### src/mbw_pkg.sv
// constants and types shared by the modbus slave with host timeout supervision
package mbw_pkg;

  // ==========================================================
  // function selectors and exception codes
  localparam logic [7:0] FS_RD_COILS = 8'h01;
  localparam logic [7:0] FS_RD_INPUTS = 8'h02;
  localparam logic [7:0] FS_RD_HOLD = 8'h03;
  localparam logic [7:0] FS_RD_INREG = 8'h04;
  localparam logic [7:0] FS_WR_COIL = 8'h05;
  localparam logic [7:0] FS_WR_REG = 8'h06;
  localparam logic [7:0] FS_WR_COILS = 8'h0F;
  localparam logic [7:0] FS_PROG_A = 8'h0D;
  localparam logic [7:0] FS_PROG_B = 8'h0E;
  localparam logic [7:0] EXC_FLAG = 8'h80;
  localparam logic [7:0] EX_NONE = 8'h00;
  localparam logic [7:0] EX_FUNC = 8'h01;
  localparam logic [7:0] EX_ADDR = 8'h02;
  localparam logic [7:0] EX_VALUE = 8'h03;
  localparam logic [7:0] EX_FAIL = 8'h04;
  localparam logic [7:0] EX_ACK = 8'h05;
  localparam logic [7:0] EX_BUSY = 8'h06;
  localparam logic [7:0] EX_NAK = 8'h07;
  localparam logic [7:0] EX_PARITY = 8'h08;

  // ==========================================================
  // holding register map, zero based
  localparam logic [15:0] REG_HOST_TIMEOUT_ENABLE = 16'h0000;
  localparam logic [15:0] REG_HOST_TIMEOUT_PERIOD = 16'h0001;
  localparam logic [15:0] REG_HOST_TIMEOUT_STATUS = 16'h0002;
  localparam int unsigned PLC_HOLD_BASE = 40001;
  localparam logic [15:0] NUM_HOLD = 16'h0003;
  localparam logic [15:0] NUM_COILS = 16'h0008;
  localparam logic [15:0] NUM_INPUTS = 16'h0008;
  localparam logic [15:0] NUM_INREG = 16'h0001;
  localparam logic [15:0] WORD_OFF = 16'h0000;
  localparam logic [15:0] WORD_ON = 16'hFF00;
  localparam logic [15:0] PERIOD_MIN = 16'h0001;
  localparam logic [15:0] PERIOD_MAX = 16'h00FF;
  localparam logic [15:0] ENABLE_RST = 16'h0000;
  localparam logic [15:0] PERIOD_RST = 16'h000A;
  localparam logic [7:0] COILS_RST = 8'h00;

  // ==========================================================
  // framing and check field
  localparam logic [15:0] CRC_INIT = 16'hFFFF;
  localparam logic [15:0] CRC_POLY = 16'hA001;
  localparam int BUF_DEPTH = 16;
  localparam logic [4:0] LEN_MIN = 5'h04;
  localparam logic [4:0] LEN_FIXED = 5'h08;
  localparam logic [4:0] LEN_MULTI = 5'h0A;

  // ==========================================================
  // timing: timeout unit of 0.1 s on a 100 ns clock
  localparam int unsigned CLK_PERIOD_NS = 100;
  localparam int unsigned WD_UNIT_NS = 100000000;
  localparam int unsigned WD_UNIT_CYCLES = WD_UNIT_NS / CLK_PERIOD_NS;

  typedef enum logic [2:0] {
    ST_IDLE = 3'b000,
    ST_EXEC = 3'b001,
    ST_SEND = 3'b011,
    ST_CRCL = 3'b010,
    ST_CRCH = 3'b110
  } mbw_state_e;

endpackage

### src/mbw_slave.sv
// modbus slave command handler with host timeout supervision
// Function
// - read coils 01, read inputs 02
// - read holding 03, input registers 04
// - 05 forces one coil on or off
// - 06 writes one 16-bit register
// - 15 forces run of consecutive coils
// - answer only queries, never unsolicited
// - check received crc, append sent crc
// - exception frame: address, function, code, crc
// - exception sets function msb
// - code 01 for unsupported function
// - code 02 for bad address
// - code 03 for bad value
// - code 04 on device failure
// - code 05 for accepted long request
// - code 06 while busy
// - code 07 for program functions
// - code 08 on memory parity error in a 03 or 04 read
// - zero-based addresses, plc number plus 40001
// - configuration registers are holding registers
// - enable register 0000H off, FF00H on
// - period 0001H-00FFH, units of 0.1 s
// - address 0002 reads timeout status
// - status 0000H healthy, FF00H failed
// - writing FF00H to status clears failure
`timescale 1ns/10ps
module mbw_slave
  import mbw_pkg::*;
#(
  parameter int unsigned WD_TICK_CYCLES = WD_UNIT_CYCLES
) (
  // clock and reset
  input wire logic i_core_clk,
  input wire logic i_rst,
  // request byte stream
  input wire logic i_rx_valid,
  input wire logic [7:0] i_rx_byte,
  input wire logic i_rx_last,
  input wire logic [7:0] i_slave_addr,
  // response byte stream
  output logic o_tx_valid,
  output logic [7:0] o_tx_byte,
  output logic o_tx_last,
  input wire logic i_tx_ready,
  // field i/o
  input wire logic [7:0] i_din,
  output logic [7:0] o_dout,
  // device condition
  input wire logic i_dev_fault,
  input wire logic i_dev_busy,
  input wire logic i_defer_ack,
  input wire logic i_mem_parity_err,
  // supervision
  output logic o_wd_fail
);

  localparam int TW = $clog2(WD_TICK_CYCLES + 1);

  // ==========================================================
  // helpers
  function automatic logic [15:0] crc_byte(input logic [15:0] c, input logic [7:0] b);
    logic [15:0] r;
    r = c ^ {8'h00, b};
    for (int k = 0; k < 8; k++) begin
      r = r[0] ? ((r >> 1) ^ CRC_POLY) : (r >> 1);
    end
    return r;
  endfunction

  function automatic logic fits(input logic [15:0] a, input logic [15:0] q,
                                input logic [15:0] lim);
    return ({1'b0, a} + {1'b0, q}) <= {1'b0, lim};
  endfunction

  mbw_state_e state_q;
  logic [7:0] rx_buf [BUF_DEPTH];
  logic [7:0] tx_buf [BUF_DEPTH];
  logic [4:0] rx_cnt_q, rx_len_q, tx_len_q, tx_idx_q;
  logic rx_ovf_q, rx_done_q, rx_ok_q;
  logic [15:0] rx_crc_q, tx_crc_q, rx_crc_d;
  logic [7:0] din_s1_q, din_s2_q, dout_q;
  logic [15:0] enable_q, period_q;
  logic wd_fail_q, wd_expire;
  logic [TW-1:0] tick_q;
  logic [7:0] units_q;
  logic [7:0] tx_byte_q;
  logic tx_valid_q, tx_last_q;

  // ==========================================================
  // input synchroniser for field inputs
  always_ff @(posedge i_core_clk or posedge i_rst) begin
    if (i_rst) begin
      din_s1_q <= 8'h00;
      din_s2_q <= 8'h00;
    end else begin
      din_s1_q <= i_din;
      din_s2_q <= din_s1_q;
    end
  end

  // ==========================================================
  // frame reception, bytes ignored while a frame is being served
  logic rx_take;
  assign rx_take = i_rx_valid && (state_q == ST_IDLE) && !rx_done_q;
  assign rx_crc_d = crc_byte(rx_crc_q, i_rx_byte);

  always_ff @(posedge i_core_clk) begin
    if (rx_take && (rx_cnt_q < 5'(BUF_DEPTH))) begin
      rx_buf[rx_cnt_q[3:0]] <= i_rx_byte;
    end
  end

  always_ff @(posedge i_core_clk or posedge i_rst) begin
    if (i_rst) begin
      rx_cnt_q <= 5'h00;
      rx_len_q <= 5'h00;
      rx_ovf_q <= 1'b0;
      rx_crc_q <= CRC_INIT;
      rx_done_q <= 1'b0;
      rx_ok_q <= 1'b0;
    end else begin
      rx_done_q <= rx_take && i_rx_last;
      if (rx_take) begin
        if (i_rx_last) begin
          rx_cnt_q <= 5'h00;
          rx_ovf_q <= 1'b0;
          rx_crc_q <= CRC_INIT;
          rx_len_q <= rx_cnt_q + 5'h01;
          // crc over frame plus its check field leaves zero
          rx_ok_q <= (rx_crc_d == 16'h0000) && !rx_ovf_q && (rx_cnt_q < 5'(BUF_DEPTH)) &&
                     (rx_cnt_q + 5'h01 >= LEN_MIN) && (rx_buf[0] == i_slave_addr);
        end else begin
          rx_crc_q <= rx_crc_d;
          if (rx_cnt_q == 5'(BUF_DEPTH)) begin
            rx_ovf_q <= 1'b1;
          end else begin
            rx_cnt_q <= rx_cnt_q + 5'h01;
          end
        end
      end
    end
  end

  // ==========================================================
  // request decode
  logic [7:0] fsel, exc;
  logic [15:0] addr, val;
  logic is_write, do_write;
  assign fsel = rx_buf[1];
  assign addr = {rx_buf[2], rx_buf[3]};
  assign val = {rx_buf[4], rx_buf[5]};
  assign is_write = (fsel == FS_WR_COIL) || (fsel == FS_WR_REG) || (fsel == FS_WR_COILS);

  always_comb begin
    exc = EX_NONE;
    if ((fsel == FS_PROG_A) || (fsel == FS_PROG_B)) begin
      exc = EX_NAK;
    end else if (!(fsel inside {FS_RD_COILS, FS_RD_INPUTS, FS_RD_HOLD, FS_RD_INREG,
                                FS_WR_COIL, FS_WR_REG, FS_WR_COILS})) begin
      exc = EX_FUNC;
    end else if (i_dev_busy) begin
      exc = EX_BUSY;
    end else if (rx_len_q != ((fsel == FS_WR_COILS) ? LEN_MULTI : LEN_FIXED)) begin
      exc = EX_VALUE;
    end else begin
      case (fsel)
        FS_RD_COILS, FS_RD_INPUTS: begin
          if ((val == 16'h0000) || (val > NUM_COILS)) exc = EX_VALUE;
          else if (!fits(addr, val, NUM_INPUTS)) exc = EX_ADDR;
        end
        FS_RD_HOLD: begin
          if ((val == 16'h0000) || (val > NUM_HOLD)) exc = EX_VALUE;
          else if (!fits(addr, val, NUM_HOLD)) exc = EX_ADDR;
        end
        FS_RD_INREG: begin
          if ((val == 16'h0000) || (val > NUM_INREG)) exc = EX_VALUE;
          else if (!fits(addr, val, NUM_INREG)) exc = EX_ADDR;
        end
        FS_WR_COIL: begin
          if (addr >= NUM_COILS) exc = EX_ADDR;
          else if ((val != WORD_OFF) && (val != WORD_ON)) exc = EX_VALUE;
        end
        FS_WR_REG: begin
          if (addr >= NUM_HOLD) exc = EX_ADDR;
          else if (addr == REG_HOST_TIMEOUT_ENABLE) begin
            if ((val != WORD_OFF) && (val != WORD_ON)) exc = EX_VALUE;
          end else if (addr == REG_HOST_TIMEOUT_PERIOD) begin
            if ((val < PERIOD_MIN) || (val > PERIOD_MAX)) exc = EX_VALUE;
          end else if (val != WORD_ON) exc = EX_VALUE;
        end
        default: begin
          if ((val == 16'h0000) || (val > NUM_COILS) || (rx_buf[6] != 8'h01)) exc = EX_VALUE;
          else if (!fits(addr, val, NUM_COILS)) exc = EX_ADDR;
        end
      endcase
      if (exc == EX_NONE) begin
        if (i_dev_fault) exc = EX_FAIL;
        else if (i_mem_parity_err && (fsel == FS_RD_HOLD || fsel == FS_RD_INREG)) begin
          exc = EX_PARITY;
        end else if (i_defer_ack && is_write) exc = EX_ACK;
      end
    end
  end

  // a deferred write is still carried out, only the answer differs
  assign do_write = (state_q == ST_EXEC) && rx_ok_q && is_write &&
                    ((exc == EX_NONE) || (exc == EX_ACK));

  // ==========================================================
  // coils
  logic [7:0] run_mask;
  assign run_mask = ~(8'hFF << val[3:0]);

  always_ff @(posedge i_core_clk or posedge i_rst) begin
    if (i_rst) begin
      dout_q <= COILS_RST;
    end else if (do_write && (fsel == FS_WR_COIL)) begin
      dout_q[addr[2:0]] <= (val == WORD_ON);
    end else if (do_write && (fsel == FS_WR_COILS)) begin
      dout_q <= (dout_q & ~(run_mask << addr[2:0])) |
                ((rx_buf[7] & run_mask) << addr[2:0]);
    end
  end

  // ==========================================================
  // host timeout registers and timer
  always_ff @(posedge i_core_clk or posedge i_rst) begin
    if (i_rst) begin
      enable_q <= ENABLE_RST;
      period_q <= PERIOD_RST;
    end else if (do_write && (fsel == FS_WR_REG)) begin
      if (addr == REG_HOST_TIMEOUT_ENABLE) enable_q <= val;
      if (addr == REG_HOST_TIMEOUT_PERIOD) period_q <= val;
    end
  end

  // any accepted frame for this slave counts as host activity
  logic wd_kick;
  assign wd_kick = (enable_q != WORD_ON) || (state_q == ST_EXEC && rx_ok_q);
  assign wd_expire = !wd_kick && (tick_q == TW'(WD_TICK_CYCLES - 1)) &&
                     (units_q + 8'h01 >= period_q[7:0]);

  always_ff @(posedge i_core_clk or posedge i_rst) begin
    if (i_rst) begin
      tick_q <= '0;
      units_q <= 8'h00;
    end else if (wd_kick || wd_expire) begin
      tick_q <= '0;
      units_q <= 8'h00;
    end else if (tick_q == TW'(WD_TICK_CYCLES - 1)) begin
      tick_q <= '0;
      units_q <= units_q + 8'h01;
    end else begin
      tick_q <= tick_q + TW'(1);
    end
  end

  // expiry wins over a clear in the same cycle
  always_ff @(posedge i_core_clk or posedge i_rst) begin
    if (i_rst) begin
      wd_fail_q <= 1'b0;
    end else if (wd_expire) begin
      wd_fail_q <= 1'b1;
    end else if (do_write && (fsel == FS_WR_REG) && (addr == REG_HOST_TIMEOUT_STATUS)) begin
      wd_fail_q <= 1'b0;
    end
  end

  function automatic logic [15:0] hold_word(input logic [15:0] idx);
    case (idx)
      REG_HOST_TIMEOUT_ENABLE: return enable_q;
      REG_HOST_TIMEOUT_PERIOD: return period_q;
      REG_HOST_TIMEOUT_STATUS: return wd_fail_q ? WORD_ON : WORD_OFF;
      default: return 16'h0000;
    endcase
  endfunction

  // ==========================================================
  // response assembly
  logic [7:0] bit_src;
  logic [15:0] rd_word [3];
  assign bit_src = (fsel == FS_RD_COILS) ? dout_q : din_s2_q;

  // read words formed outside the clocked process, which then only latches them
  always_comb begin
    for (int i = 0; i < 3; i++) begin
      rd_word[i] = (fsel == FS_RD_HOLD) ? hold_word(addr + 16'(i)) : {8'h00, din_s2_q};
    end
  end

  always_ff @(posedge i_core_clk) begin
    if (state_q == ST_EXEC) begin
      tx_buf[0] <= rx_buf[0];
      if (exc != EX_NONE) begin
        tx_buf[1] <= fsel | EXC_FLAG;
        tx_buf[2] <= exc;
      end else begin
        tx_buf[1] <= fsel;
        case (fsel)
          FS_RD_COILS, FS_RD_INPUTS: begin
            tx_buf[2] <= 8'h01;
            tx_buf[3] <= (bit_src >> addr[2:0]) & run_mask;
          end
          FS_RD_HOLD, FS_RD_INREG: begin
            tx_buf[2] <= {val[6:0], 1'b0};
            for (int i = 0; i < 3; i++) begin
              tx_buf[3 + 2 * i] <= rd_word[i][15:8];
              tx_buf[4 + 2 * i] <= rd_word[i][7:0];
            end
          end
          default: begin
            for (int i = 2; i < 6; i++) tx_buf[i] <= rx_buf[i];
          end
        endcase
      end
    end
  end

  always_ff @(posedge i_core_clk or posedge i_rst) begin
    if (i_rst) begin
      tx_len_q <= 5'h00;
    end else if (state_q == ST_EXEC) begin
      if (exc != EX_NONE) tx_len_q <= 5'h03;
      else if (fsel == FS_RD_COILS || fsel == FS_RD_INPUTS) tx_len_q <= 5'h04;
      else if (fsel == FS_RD_HOLD || fsel == FS_RD_INREG) tx_len_q <= 5'h03 + {val[3:0], 1'b0};
      else tx_len_q <= 5'h06;
    end
  end

  // ==========================================================
  // sequencer and transmit stream
  logic [15:0] tx_crc_d;
  assign tx_crc_d = crc_byte(tx_crc_q, tx_byte_q);

  always_ff @(posedge i_core_clk or posedge i_rst) begin
    if (i_rst) begin
      state_q <= ST_IDLE;
      tx_valid_q <= 1'b0;
      tx_last_q <= 1'b0;
      tx_byte_q <= 8'h00;
      tx_idx_q <= 5'h00;
      tx_crc_q <= CRC_INIT;
    end else begin
      case (state_q)
        ST_IDLE: if (rx_done_q) state_q <= ST_EXEC;
        ST_EXEC: begin
          // a frame with a bad check or foreign address gets no answer
          state_q <= rx_ok_q ? ST_SEND : ST_IDLE;
          tx_idx_q <= 5'h00;
          tx_crc_q <= CRC_INIT;
        end
        ST_SEND: begin
          if (!tx_valid_q) begin
            tx_valid_q <= 1'b1;
            tx_byte_q <= tx_buf[tx_idx_q[3:0]];
          end else if (i_tx_ready) begin
            tx_crc_q <= tx_crc_d;
            tx_idx_q <= tx_idx_q + 5'h01;
            if (tx_idx_q + 5'h01 == tx_len_q) begin
              tx_byte_q <= tx_crc_d[7:0];
              state_q <= ST_CRCL;
            end else begin
              tx_byte_q <= tx_buf[4'(tx_idx_q + 5'h01)];
            end
          end
        end
        ST_CRCL: if (i_tx_ready) begin
          tx_byte_q <= tx_crc_q[15:8];
          tx_last_q <= 1'b1;
          state_q <= ST_CRCH;
        end
        ST_CRCH: if (i_tx_ready) begin
          tx_valid_q <= 1'b0;
          tx_last_q <= 1'b0;
          state_q <= ST_IDLE;
        end
        default: state_q <= ST_IDLE;
      endcase
    end
  end

  assign o_tx_valid = tx_valid_q;
  assign o_tx_byte = tx_byte_q;
  assign o_tx_last = tx_last_q;
  assign o_dout = dout_q;
  assign o_wd_fail = wd_fail_q;

endmodule

### config.mk
export PLATFORM = sky130hd
export DESIGN_NAME = mbw_slave
export DESIGN_NICKNAME = d
export VERILOG_FILES = /design/src/mbw_pkg.sv /design/src/mbw_slave.sv
export SDC_FILE = /design/constraint.sdc
export NUM_CORES = 1
export LEC_CHECK = 0
export BUFFER_PORTS_ARGS = -buffer_cell sky130_fd_sc_hd__buf_4
export CAP_MARGIN = 20
export CELL_PAD_IN_SITES_DETAIL_PLACEMENT = 1
export CELL_PAD_IN_SITES_GLOBAL_PLACEMENT = 1
export CORE_MARGIN = 2
export CORE_UTILIZATION = 46
export DETAILED_ROUTE_END_ITERATION = 6
export PLACE_DENSITY_LB_ADDON = 0.25
export SLEW_MARGIN = 20
export SYNTH_ARGS = -nofsm -noshare
export SYNTH_HDL_FRONTEND = slang
export SYNTH_SLANG_ARGS = --single-unit
### constraint.sdc
create_clock -name i_core_clk -period 5.5 [get_ports i_core_clk]
set_input_delay 0.55 -clock i_core_clk [delete_from_list [all_inputs] [get_ports i_core_clk]]
set_output_delay 0.55 -clock i_core_clk [all_outputs]
set_load 0.03 [all_outputs]
# Word level (Yosys, flattened, before mapping)
# Memories as Yosys holds them, arrays and structs flattened.
# Cells that the tools add are included.
# classes
addsub	8
order_cmp	15
n_eq_ne	37
shift	4
mux	124
bitwise	32
reduce_logical	69
# ops
op	count
16-bit two-way mux	23
8-bit two-way mux	33
16-bit one-hot mux with 3 select lines	3
16-bit logical NOT	5
16-bit by 1-bit equality test with 1-bit output, second input constant	3
16-bit by 2-bit equality test with 1-bit output, second input constant	3
2-bit inverter with 3-bit output	16
20-bit two-way mux	2
8-bit one-hot mux with 5 select lines	1
5-bit two-way mux	7
8-bit by 3-bit equality test with 1-bit output, second input constant	4
16-bit != test, second input constant	2
16-bit one-hot mux with 2 select lines	1
16-bit by 8-bit bitwise XOR with 16-bit output	2
1-bit two-way mux	29
8-bit bitwise AND	3
8-bit by 4-bit equality test with 1-bit output, second input constant	3
2-bit two-way mux	12
1-bit logical AND	21
20-bit by 1-bit adder with 20-bit output, second input constant	1
20-bit equality test, second input constant	1
3-bit two-way mux	6
16-bit by 16-bit adder with 17-bit output	1
17-bit by 1-bit less-or-equal comparator with 1-bit output, second input constant	1
other kinds (57)	106
# totals
ff_bits	153
ram_bits	256
memories	2
# memory_table
name	depth	word_bits	read_ports	rd_clocked_by_memory_dff	write_ports	line	source
rx_buf	16	8	8	0	1	mbw_slave.sv:77	logic [7:0] rx_buf [BUF_DEPTH];
tx_buf	16	8	2	0	9	mbw_slave.sv:78	logic [7:0] tx_buf [BUF_DEPTH];

# Longest topological paths before layout
# Gate-level depths: netlist of the first run.
# An unclocked memory read counts as a cell.
# logic_depth
ltp_word	27
depth_mapped	20
ltp_nobuf	16

# Least setup slack after synthesis of the first run
# No wires, ideal clock.
# synth_timing
path_kind	reg2reg
start	mem rx_buf[3][1]
end	mem tx_buf[4][0], enable pin
arrival_time_ps	4826
path_slack_ps	265
path_stages_with_launch	16
n_path_buf	3
synth_period_minus_slack_ps	5235
cell_sequence	edfxtp_1 > clkbuf_1 > clkbuf_1 > inv_2 > clkbuf_1 > fa_1 > nand2b_1 > a21oi_1 > a31o_2 > a21o_1 > or4_1 > or3b_1 > a21o_1 > a21oi_2 > nand2_1 > nor3_1
# synth_rtl
item	line
start, declared	mbw_slave.sv:77
end, declared	mbw_slave.sv:78

==> run summary, run 1 <==
Xor/xnor share of the synthesized area: 0.05264
Simple logic cell fraction of the synthesized area: 0.1539
Worst-Skew Late Latency: 0.54 ns
CTS tree: built
Post-Syn Instances: 1,603
Synth Warn #: 0
Critical path endpoint category: flip-flop
Busiest grt layer: met2
Synth Net Count: 1,678
Post-DP Area: 0.01750 sq mm
Yosys reg bits: 289
CTS Buf Count: 35
Status: finished clean
# setup viols final: 0
Post-CTS setup buffers: 0
Io pins: 52
Vias in the first global route: 13,730
Antenna violations before repair: 2
P&R area growth vs syn: 11.90%
Leak Pwr: 7.135 nW
Signal arrival time at the worst endpoint: 5.35 ns
Peak supply drop: 320.5 uV
Slew Viols, Final: 0
DR WL/cell: 25.23 um
Die W: 194.2 um
Clock slew at reported path FFs: 0.06 ns
Port Buffers: 51
Final hold vios: 0
Setup TNS: 0 ns
Max-cap check violation count: 0
Pin count of the biggest net entering global routing: 71
Gpl congestion: 0.8981
GR met2 Demand/Resource: 0.4643
Row count: 69
Pre-antenna DRT Iters: 5
Maximum clock rate: 196.4 MHz
Overall global routing resource usage: 0.2851
Ys flop type: edfxtp_1
Grt met3 use: 0.04870
Cell variety after synth: 85
Async S/R FF share, synth: 0.5294
Max Clock Skew: 0.02115 ns
First-pass GRT wire length: 83.12 mm
Period utilisation layout: 0.9259
Die H: 194.2 um
Post-detail-place hpwl: 39.65 mm
Synth top area share: 0.2455
Main combinational cell family by area after synthesis: compound AO/OA/AOI/OAI gates
DR DRC count: 0
Iter 0 DRT Violations: 1,146
Syn_area_per_cell: 10.38 sq um
Remaining antenna violation count after routing: 0
Post-Synth Adder-Cell Area: 0.03203
GRT overflow: 0
Synth Area in Compound Gates: 0.1577
Layout cell share with drive strength beyond 1: 0.1538
Req. time, crit path: 5.76 ns
DR vias: 13,181
Worst slew pin tran: 0.8877 ns
RSZ-0062 raised after global routing: false
Met1 Usage GRT: 0.3824
Sequential element share of the synthesized area: 0.4781
Commonest cells post-synth: 163 x nand2_1, 136 x edfxtp_1, 123 x nor2_1
Die area: 0.03771 sq mm
Slew headroom: 0.4082
Detailed Route WL: 53.50 mm
Via-to-Cell Ratio: 6.217
Period minus WS final: 5.092 ns
Mux share of post-synthesis cell area: 0.09302
Core area: 0.03557 sq mm
Crit path max fanout: 26
Design area: 0.01862 sq mm
H-tree depth: 2
# clock sinks: 289
Root buf cell: clkbuf_16
Power density cells: 382.2 mW/mm^2
Crit start category: flip-flop
Nets: 1,707
Post-synth EDFFs: 136
Top-count cell post-synth: nand2_1
Hold Crit Class: in2async
Largest area contributor in the netlist: edfxtp_1
Area contributors post-synth: edfxtp_1 25%, dfrtp_1 18%, dfstp_2 5.4%, mux4_2 4.5%, nand2_1 3.7%
Mapped cell area: 0.01664 sq mm
Initial Utilization: 0.4678
Setup CP Type: reg2reg
Buffer depth of the longest clock path: 3
## cell usage in the layout (no fill, tap or decap), types with 21 or more instances in the layout
cell type / n
inv_1: 39
a21o_1: 21
buf_4: 86
a21oi_1: 96
and2_1: 22
nand2_1: 163
a22oi_1: 22
mux2i_1: 41
nand2b_1: 22
o211ai_1: 23
xor2_1: 40
clkbuf_16: 37
nand3_1: 49
xnor2_1: 60
ha_1: 41
o21ai_0: 121
mux4_2: 33
dfstp_2: 34
mux2_2: 23
dfrtp_1: 119
nor2_1: 122
edfxtp_1: 136
## logic make-up after synthesis
family,count (synthesis)
AOI/OAI and AO/OA,410
xor gates and xnor gates,100
adders and majority gates,42
buffers and inverters,137
DFF,289
muxes,107
and+or+nand+nor,518
## critical path, stage by stage (launching register included)
cell,delay [ns]
edfxtp_1,0.58
inv_1,0.22
fa_1,0.50
nand2b_1,0.18
a21oi_1,0.21
xnor2_1,0.15
nand4_1,0.10
or4_1,0.44
a2111oi_1,0.38
nand4_1,0.27
a21oi_2,0.33
nand2_1,0.23
inv_1,0.13
buf_4,0.23
and2_1,0.28
buf_6,0.28
o211ai_1,0.14
a21boi_0,0.16
## worst paths after layout
path	start	endpoint	slack [ns]	cells after the start
setup / recovery	rx_buf[5][1]$_DFFE_PP_	tx_buf[3][2]$_DFFE_PP_	0.41	17
min in group i_core_clk	i_din[7]	din_s1_q[7]$_DFF_PP0_	0.12	1
hold reg to reg	din_s1_q[5]$_DFF_PP0_	din_s2_q[5]$_DFF_PP0_	0.35	0
hold / removal	i_rst	o_tx_byte[6]$_DFFE_PP0P_	0.11	2
setup reg to reg	rx_buf[5][1]$_DFFE_PP_	tx_buf[3][2]$_DFFE_PP_	0.41	17
max in group asynchronous	i_rst	o_dout[4]$_DFFE_PP0P_	4.24	3
## through the flow
step	utilization	setup slack, ns	total power (W)	instances	hold WS [ns]
2_1_floorplan	-	0.2646	0.004312	1603	0.3312
3_3_place_gp	0.4921	0.5944	0.004791	2056	0.3364
3_5_place_dp	0.4921	0.4003	0.004874	2056	0.3363
4_1_cts	0.5232	0.3565	0.007155	2119	0.09648
5_1_grt	0.5234	0.06423	0.007478	2119	0.1022
6_report	0.5234	0.4076	0.007116	2120	0.1053
## registers in the layout, indices dropped and copies added (netlist names)
signal,count
din_s1_q,8
din_s2_q,8
enable_q,16
o_dout,8
o_tx_byte,8
o_tx_last,1
o_tx_valid,1
o_wd_fail,1
period_q,16
rx_buf,64
rx_cnt_q,5
rx_crc_q,16
rx_done_q,1
rx_len_q,5
rx_ok_q,1
rx_ovf_q,1
state_q,3
tick_q,20
tx_buf,72
tx_crc_q,16
tx_idx_q,5
tx_len_q,5
units_q,8
## power breakdown
part           switching, W  internal, W  leakage [nW]  total, W
clock              0.000927      0.00134         0.531   0.00227
combinational       0.00117     0.000882          3.47   0.00205
sequential         0.000260      0.00254          3.14   0.00280
total               0.00236      0.00476          7.14   0.00712
## metal layers
layer  part of all wire  wire [um]  up-vias
met2               0.47      25270      394
met1               0.43      23160     6685
met5                  0          0        -
met4              0.040       2128        0
li1                   -          -     5995
met3              0.055       2945      107
## layout make-up
type | count | area, sq um
inverters | 42 | 162.7
fillers | 3873 | 16950
clock buffers | 47 | 973.4
well taps | 461 | 576.8
diodes | 1 | 2.502
repair buffers | 87 | 656.9
multi-input cells | 1177 | 8155
clock inverters | 16 | 135.1
flip-flops and latches | 289 | 7955
## timing repair
action / CTS / global route
hold buffers: 0 / 0
endpoints found under the hold margin: 0 / 0
resized for setup: 0 / 2
setup endpoints to repair: 0 / 1
No activity file was read; power rests on OpenSTA's default activity.
==> run 2, diff against run 1 <==
==> constraint.sdc (replaced) <==
create_clock -name i_core_clk -period 5.5 [get_ports i_core_clk]
set_input_delay 1.1 -clock i_core_clk [delete_from_list [all_inputs] [get_ports i_core_clk]]
set_output_delay 1.1 -clock i_core_clk [all_outputs]
set_load 0.03 [all_outputs]
==> run 2 against run 1 <==
- critical path depth unchanged
- utilization up 0.21 points
- sequential power about the same
- routed wire length up 1.7%
- largest cell class unchanged
- critical path type unchanged
- cell count unchanged
- non-clock buffer count unchanged
- clock power up 5%
==> run summary, run 2 (synthesis results as in run 1) <==
Reg2reg path depth: 17 (unchanged)
Crit path max-delay cell type: or4_4 (was edfxtp_1)
Largest register by flop count: tx_buf (unchanged)
CTS tree: built (unchanged)
DR DRC count: 0 (unchanged)
Slew Viols, Final: 0 (unchanged)
Worst path cell trace: inv_1 -> ha_1 -> or3b_1 -> or4_4 -> a21oi_1 -> a31oi_1 -> o21ai_0 -> a41oi_1 -> a21o_1 -> a21oi_2 -> nand2_1 -> inv_1 -> buf_4 -> and2_1 -> buf_6 -> o211ai_1 -> a21boi_0 (was inv_1 -> fa_1 -> nand2b_1 -> a21oi_1 -> xnor2_1 -> nand4_1 -> or4_1 -> a2111oi_1 -> nand4_1 -> a21oi_2 -> nand2_1 -> inv_1 -> buf_4 -> and2_1 -> buf_6 -> o211ai_1 -> a21boi_0)
Crit path max fanout: 26 (unchanged)
Power density cells: 388.8 mW/mm^2 (was 382.2 mW/mm^2)
Req. time, crit path: 5.76 ns (about the same)
Signal arrival time at the worst endpoint: 5.39 ns (was 5.35 ns)
Sw Share: 0.3307 (was 0.3311)
P&R area growth vs syn: 12.35% (was 11.90%)
Maximum clock rate: 195.0 MHz (was 196.4 MHz)
Most common cell after layout, fill and taps aside: nand2_1 (unchanged)
Cell mode on critical path: inv_1
Worst hold path stage count: 0
H-tree depth: 2 (unchanged)
Detailed Route WL: 54.41 mm (was 53.50 mm)
Final hold vios: 0 (unchanged)
Die area: 0.03771 sq mm (unchanged)
RSZ-0062 raised after global routing: false (unchanged)
# clock sinks: 289 (unchanged)
Iter 0 DRT Violations: 1,167 (was 1,146)
Critical path endpoint category: flip-flop (unchanged)
Max reg flops: 72 (unchanged)
Crit start category: flip-flop (unchanged)
Gpl congestion: 0.9022 (was 0.8981)
Most frequent cells in the layout: 163 x nand2_1, 136 x edfxtp_1, 122 x nor2_1 (unchanged)
Setup TNS: 0 ns (unchanged)
DR WL/cell: 25.67 um (was 25.23 um)
Hold EP: din_s2_q[6]$_DFF_PP0_
Clock slew at reported path FFs: 0.06 ns (about the same)
Peak supply drop: 393.8 uV (was 320.5 uV)
Clock power share: 0.329 (was 0.318)
Die W: 194.2 um (unchanged)
Worst Hold Launch: din_s1_q[6]$_DFF_PP0_
Combinational fraction of design power: 0.286 (was 0.288)
Inserted Diodes: 0 (was 1)
Period utilisation layout: 0.9325 (was 0.9259)
Setup CP Type: reg2reg (unchanged)
Buffer depth of the longest clock path: 3 (unchanged)
Root buf cell: clkbuf_16 (unchanged)
Vias in the first global route: 13,970 (was 13,730)
Port Buffers: 51 (unchanged)
First-pass GRT wire length: 85.05 mm (was 83.12 mm)
DR vias: 13,365 (was 13,181)
Max Clock Skew: 0.02367 ns (was 0.02115 ns)
Design area: 0.01869 sq mm (was 0.01862 sq mm)
Worst slew pin tran: 0.9077 ns (was 0.8877 ns)
Slowest stage delay, CP: 0.59 ns (was 0.58 ns)
GRT overflow: 0 (unchanged)
Overall global routing resource usage: 0.2902 (was 0.2851)
CTS Buf Count: 35 (unchanged)
Post-detail-place hpwl: 40.16 mm (was 39.65 mm)
Pre-antenna DRT Iters: 5 (unchanged)
Hold_buf cts: 0 (unchanged)
Max-cap check violation count: 0 (unchanged)
Remaining antenna violation count after routing: 0 (unchanged)
Slew headroom: 0.3949 (was 0.4082)
Post-DP Area: 0.01750 sq mm (unchanged)
Row count: 69 (unchanged)
Pin count of the biggest net entering global routing: 91 (was 71)
Int Pwr: 0.004865 W (was 0.004760 W)
Period minus WS final: 5.129 ns (was 5.092 ns)
Antenna violations before repair: 0 (was 2)
# setup viols final: 0 (unchanged)
Filler cell count in the final layout: 3,908 (was 3,873)
Io pins: 52 (unchanged)
Layout cell share with drive strength beyond 1: 0.1561 (was 0.1538)
Worst reg2reg startpoint: rx_buf[5][1]$_DFFE_PP_ (unchanged)
Nets: 1,707 (unchanged)
Worst R2R Setup Slack: 0.37 ns (was 0.41 ns)
Status: finished clean (unchanged)
Hold Crit Class: reg2reg (was in2async)
Sequential cell fraction of total power: 0.385 (was 0.393)
Switching power: 0.002403 W (was 0.002356 W)
Die H: 194.2 um (unchanged)
Worst R2R End: tx_buf[3][2]$_DFFE_PP_ (unchanged)
Core area: 0.03557 sq mm (unchanged)
Leak Pwr: 7.185 nW (was 7.135 nW)
Initial Utilization: 0.4678 (unchanged)
Worst-Skew Late Latency: 0.54 ns (about the same)
Via-to-Cell Ratio: 6.304 (was 6.217)
==> run 2: worst max-delay path by stage <==
stage / cells past startpoint / to / slack, ns / startpoint
after global routing: 16 / tx_buf[3][2]$_DFFE_PP_ / 0.002 / rx_buf[2][3]$_DFFE_PP_
after CTS: 16 / tx_buf[3][2]$_DFFE_PP_ / 0.38 / rx_buf[2][3]$_DFFE_PP_
after detailed placement: 17 / tx_buf[3][2]$_DFFE_PP_ / 0.42 / rx_buf[5][1]$_DFFE_PP_
after global placement: 16 / tx_buf[3][2]$_DFFE_PP_ / 0.60 / rx_buf[2][3]$_DFFE_PP_
final: 17 / tx_buf[3][2]$_DFFE_PP_ / 0.37 / rx_buf[5][1]$_DFFE_PP_
after floorplan: 15 / tx_buf[4][0]$_DFFE_PP_ / 0.26 / rx_buf[3][1]$_DFFE_PP_
==> run 2: metal layers <==
| layer | track usage | routed length, um |
|---|---|---|
| met1 | 0.3880 | 23280 |
| met2 | 0.4832 | 26290 |
| met3 | 0.03601 | 2769 |
| met4 | 0.1131 | 2076 |
| met5 | 0 | 0 |
==> run 2: per-stage QoR <==
stage | utilization | worst slack, ns | power, W | instances | hold slack [ns]
5_1_grt | 0.5255 | 0.002413 | 0.007635 | 2120 | 0.3527
4_1_cts | 0.5254 | 0.3810 | 0.007320 | 2120 | 0.3493
3_5_place_dp | 0.4921 | 0.4224 | 0.004900 | 2056 | 0.3363
2_1_floorplan | - | 0.2646 | 0.004312 | 1603 | 0.3312
6_report | 0.5255 | 0.3711 | 0.007268 | 2120 | 0.3459
3_3_place_gp | 0.4921 | 0.6030 | 0.004791 | 2056 | 0.3359
==> run 2: area by class of cell <==
| class | count | area (sq um) | area share |
|---|---|---|---|
| Multi-Input combinational cell | 1177 | 8154 | 0.4362 |
| Sequential cell | 289 | 7955 | 0.4256 |
| Tap cell | 461 | 576.8 | 0.03086 |
| Clock buffer | 49 | 1021 | 0.05462 |
| Timing Repair Buffer | 87 | 656.9 | 0.03514 |
| Clock inverter | 15 | 166.4 | 0.008902 |
| Inverter | 42 | 162.7 | 0.008701 |
==> run 2: what timing repair did <==
action	4_1_cts	5_1_grt
setup endpoints to repair	0	1
buffers inserted	0	0
resized for setup	0	1
==> run 2: critical path, delay by kind of cell (launching register included) <==
family	cells	cell delay (ns)
compound gates	8	1.50
flops	1	0.56
fa+ha+maj	1	0.29
simple gates	4	1.57
buf+inv	4	0.91
==> run 2: power by group through the flow <==
| stage | combinational, W | clock, W | sequential, W |
|---|---|---|---|
| floorplan | 0.00154 | 0 | 0.00278 |
| global placement | 0.00197 | 0 | 0.00282 |
| detailed placement | 0.00207 | 0 | 0.00283 |
| CTS | 0.00209 | 0.00244 | 0.00280 |
| global route | 0.00229 | 0.00251 | 0.00283 |
| finish | 0.00208 | 0.00239 | 0.00280 |
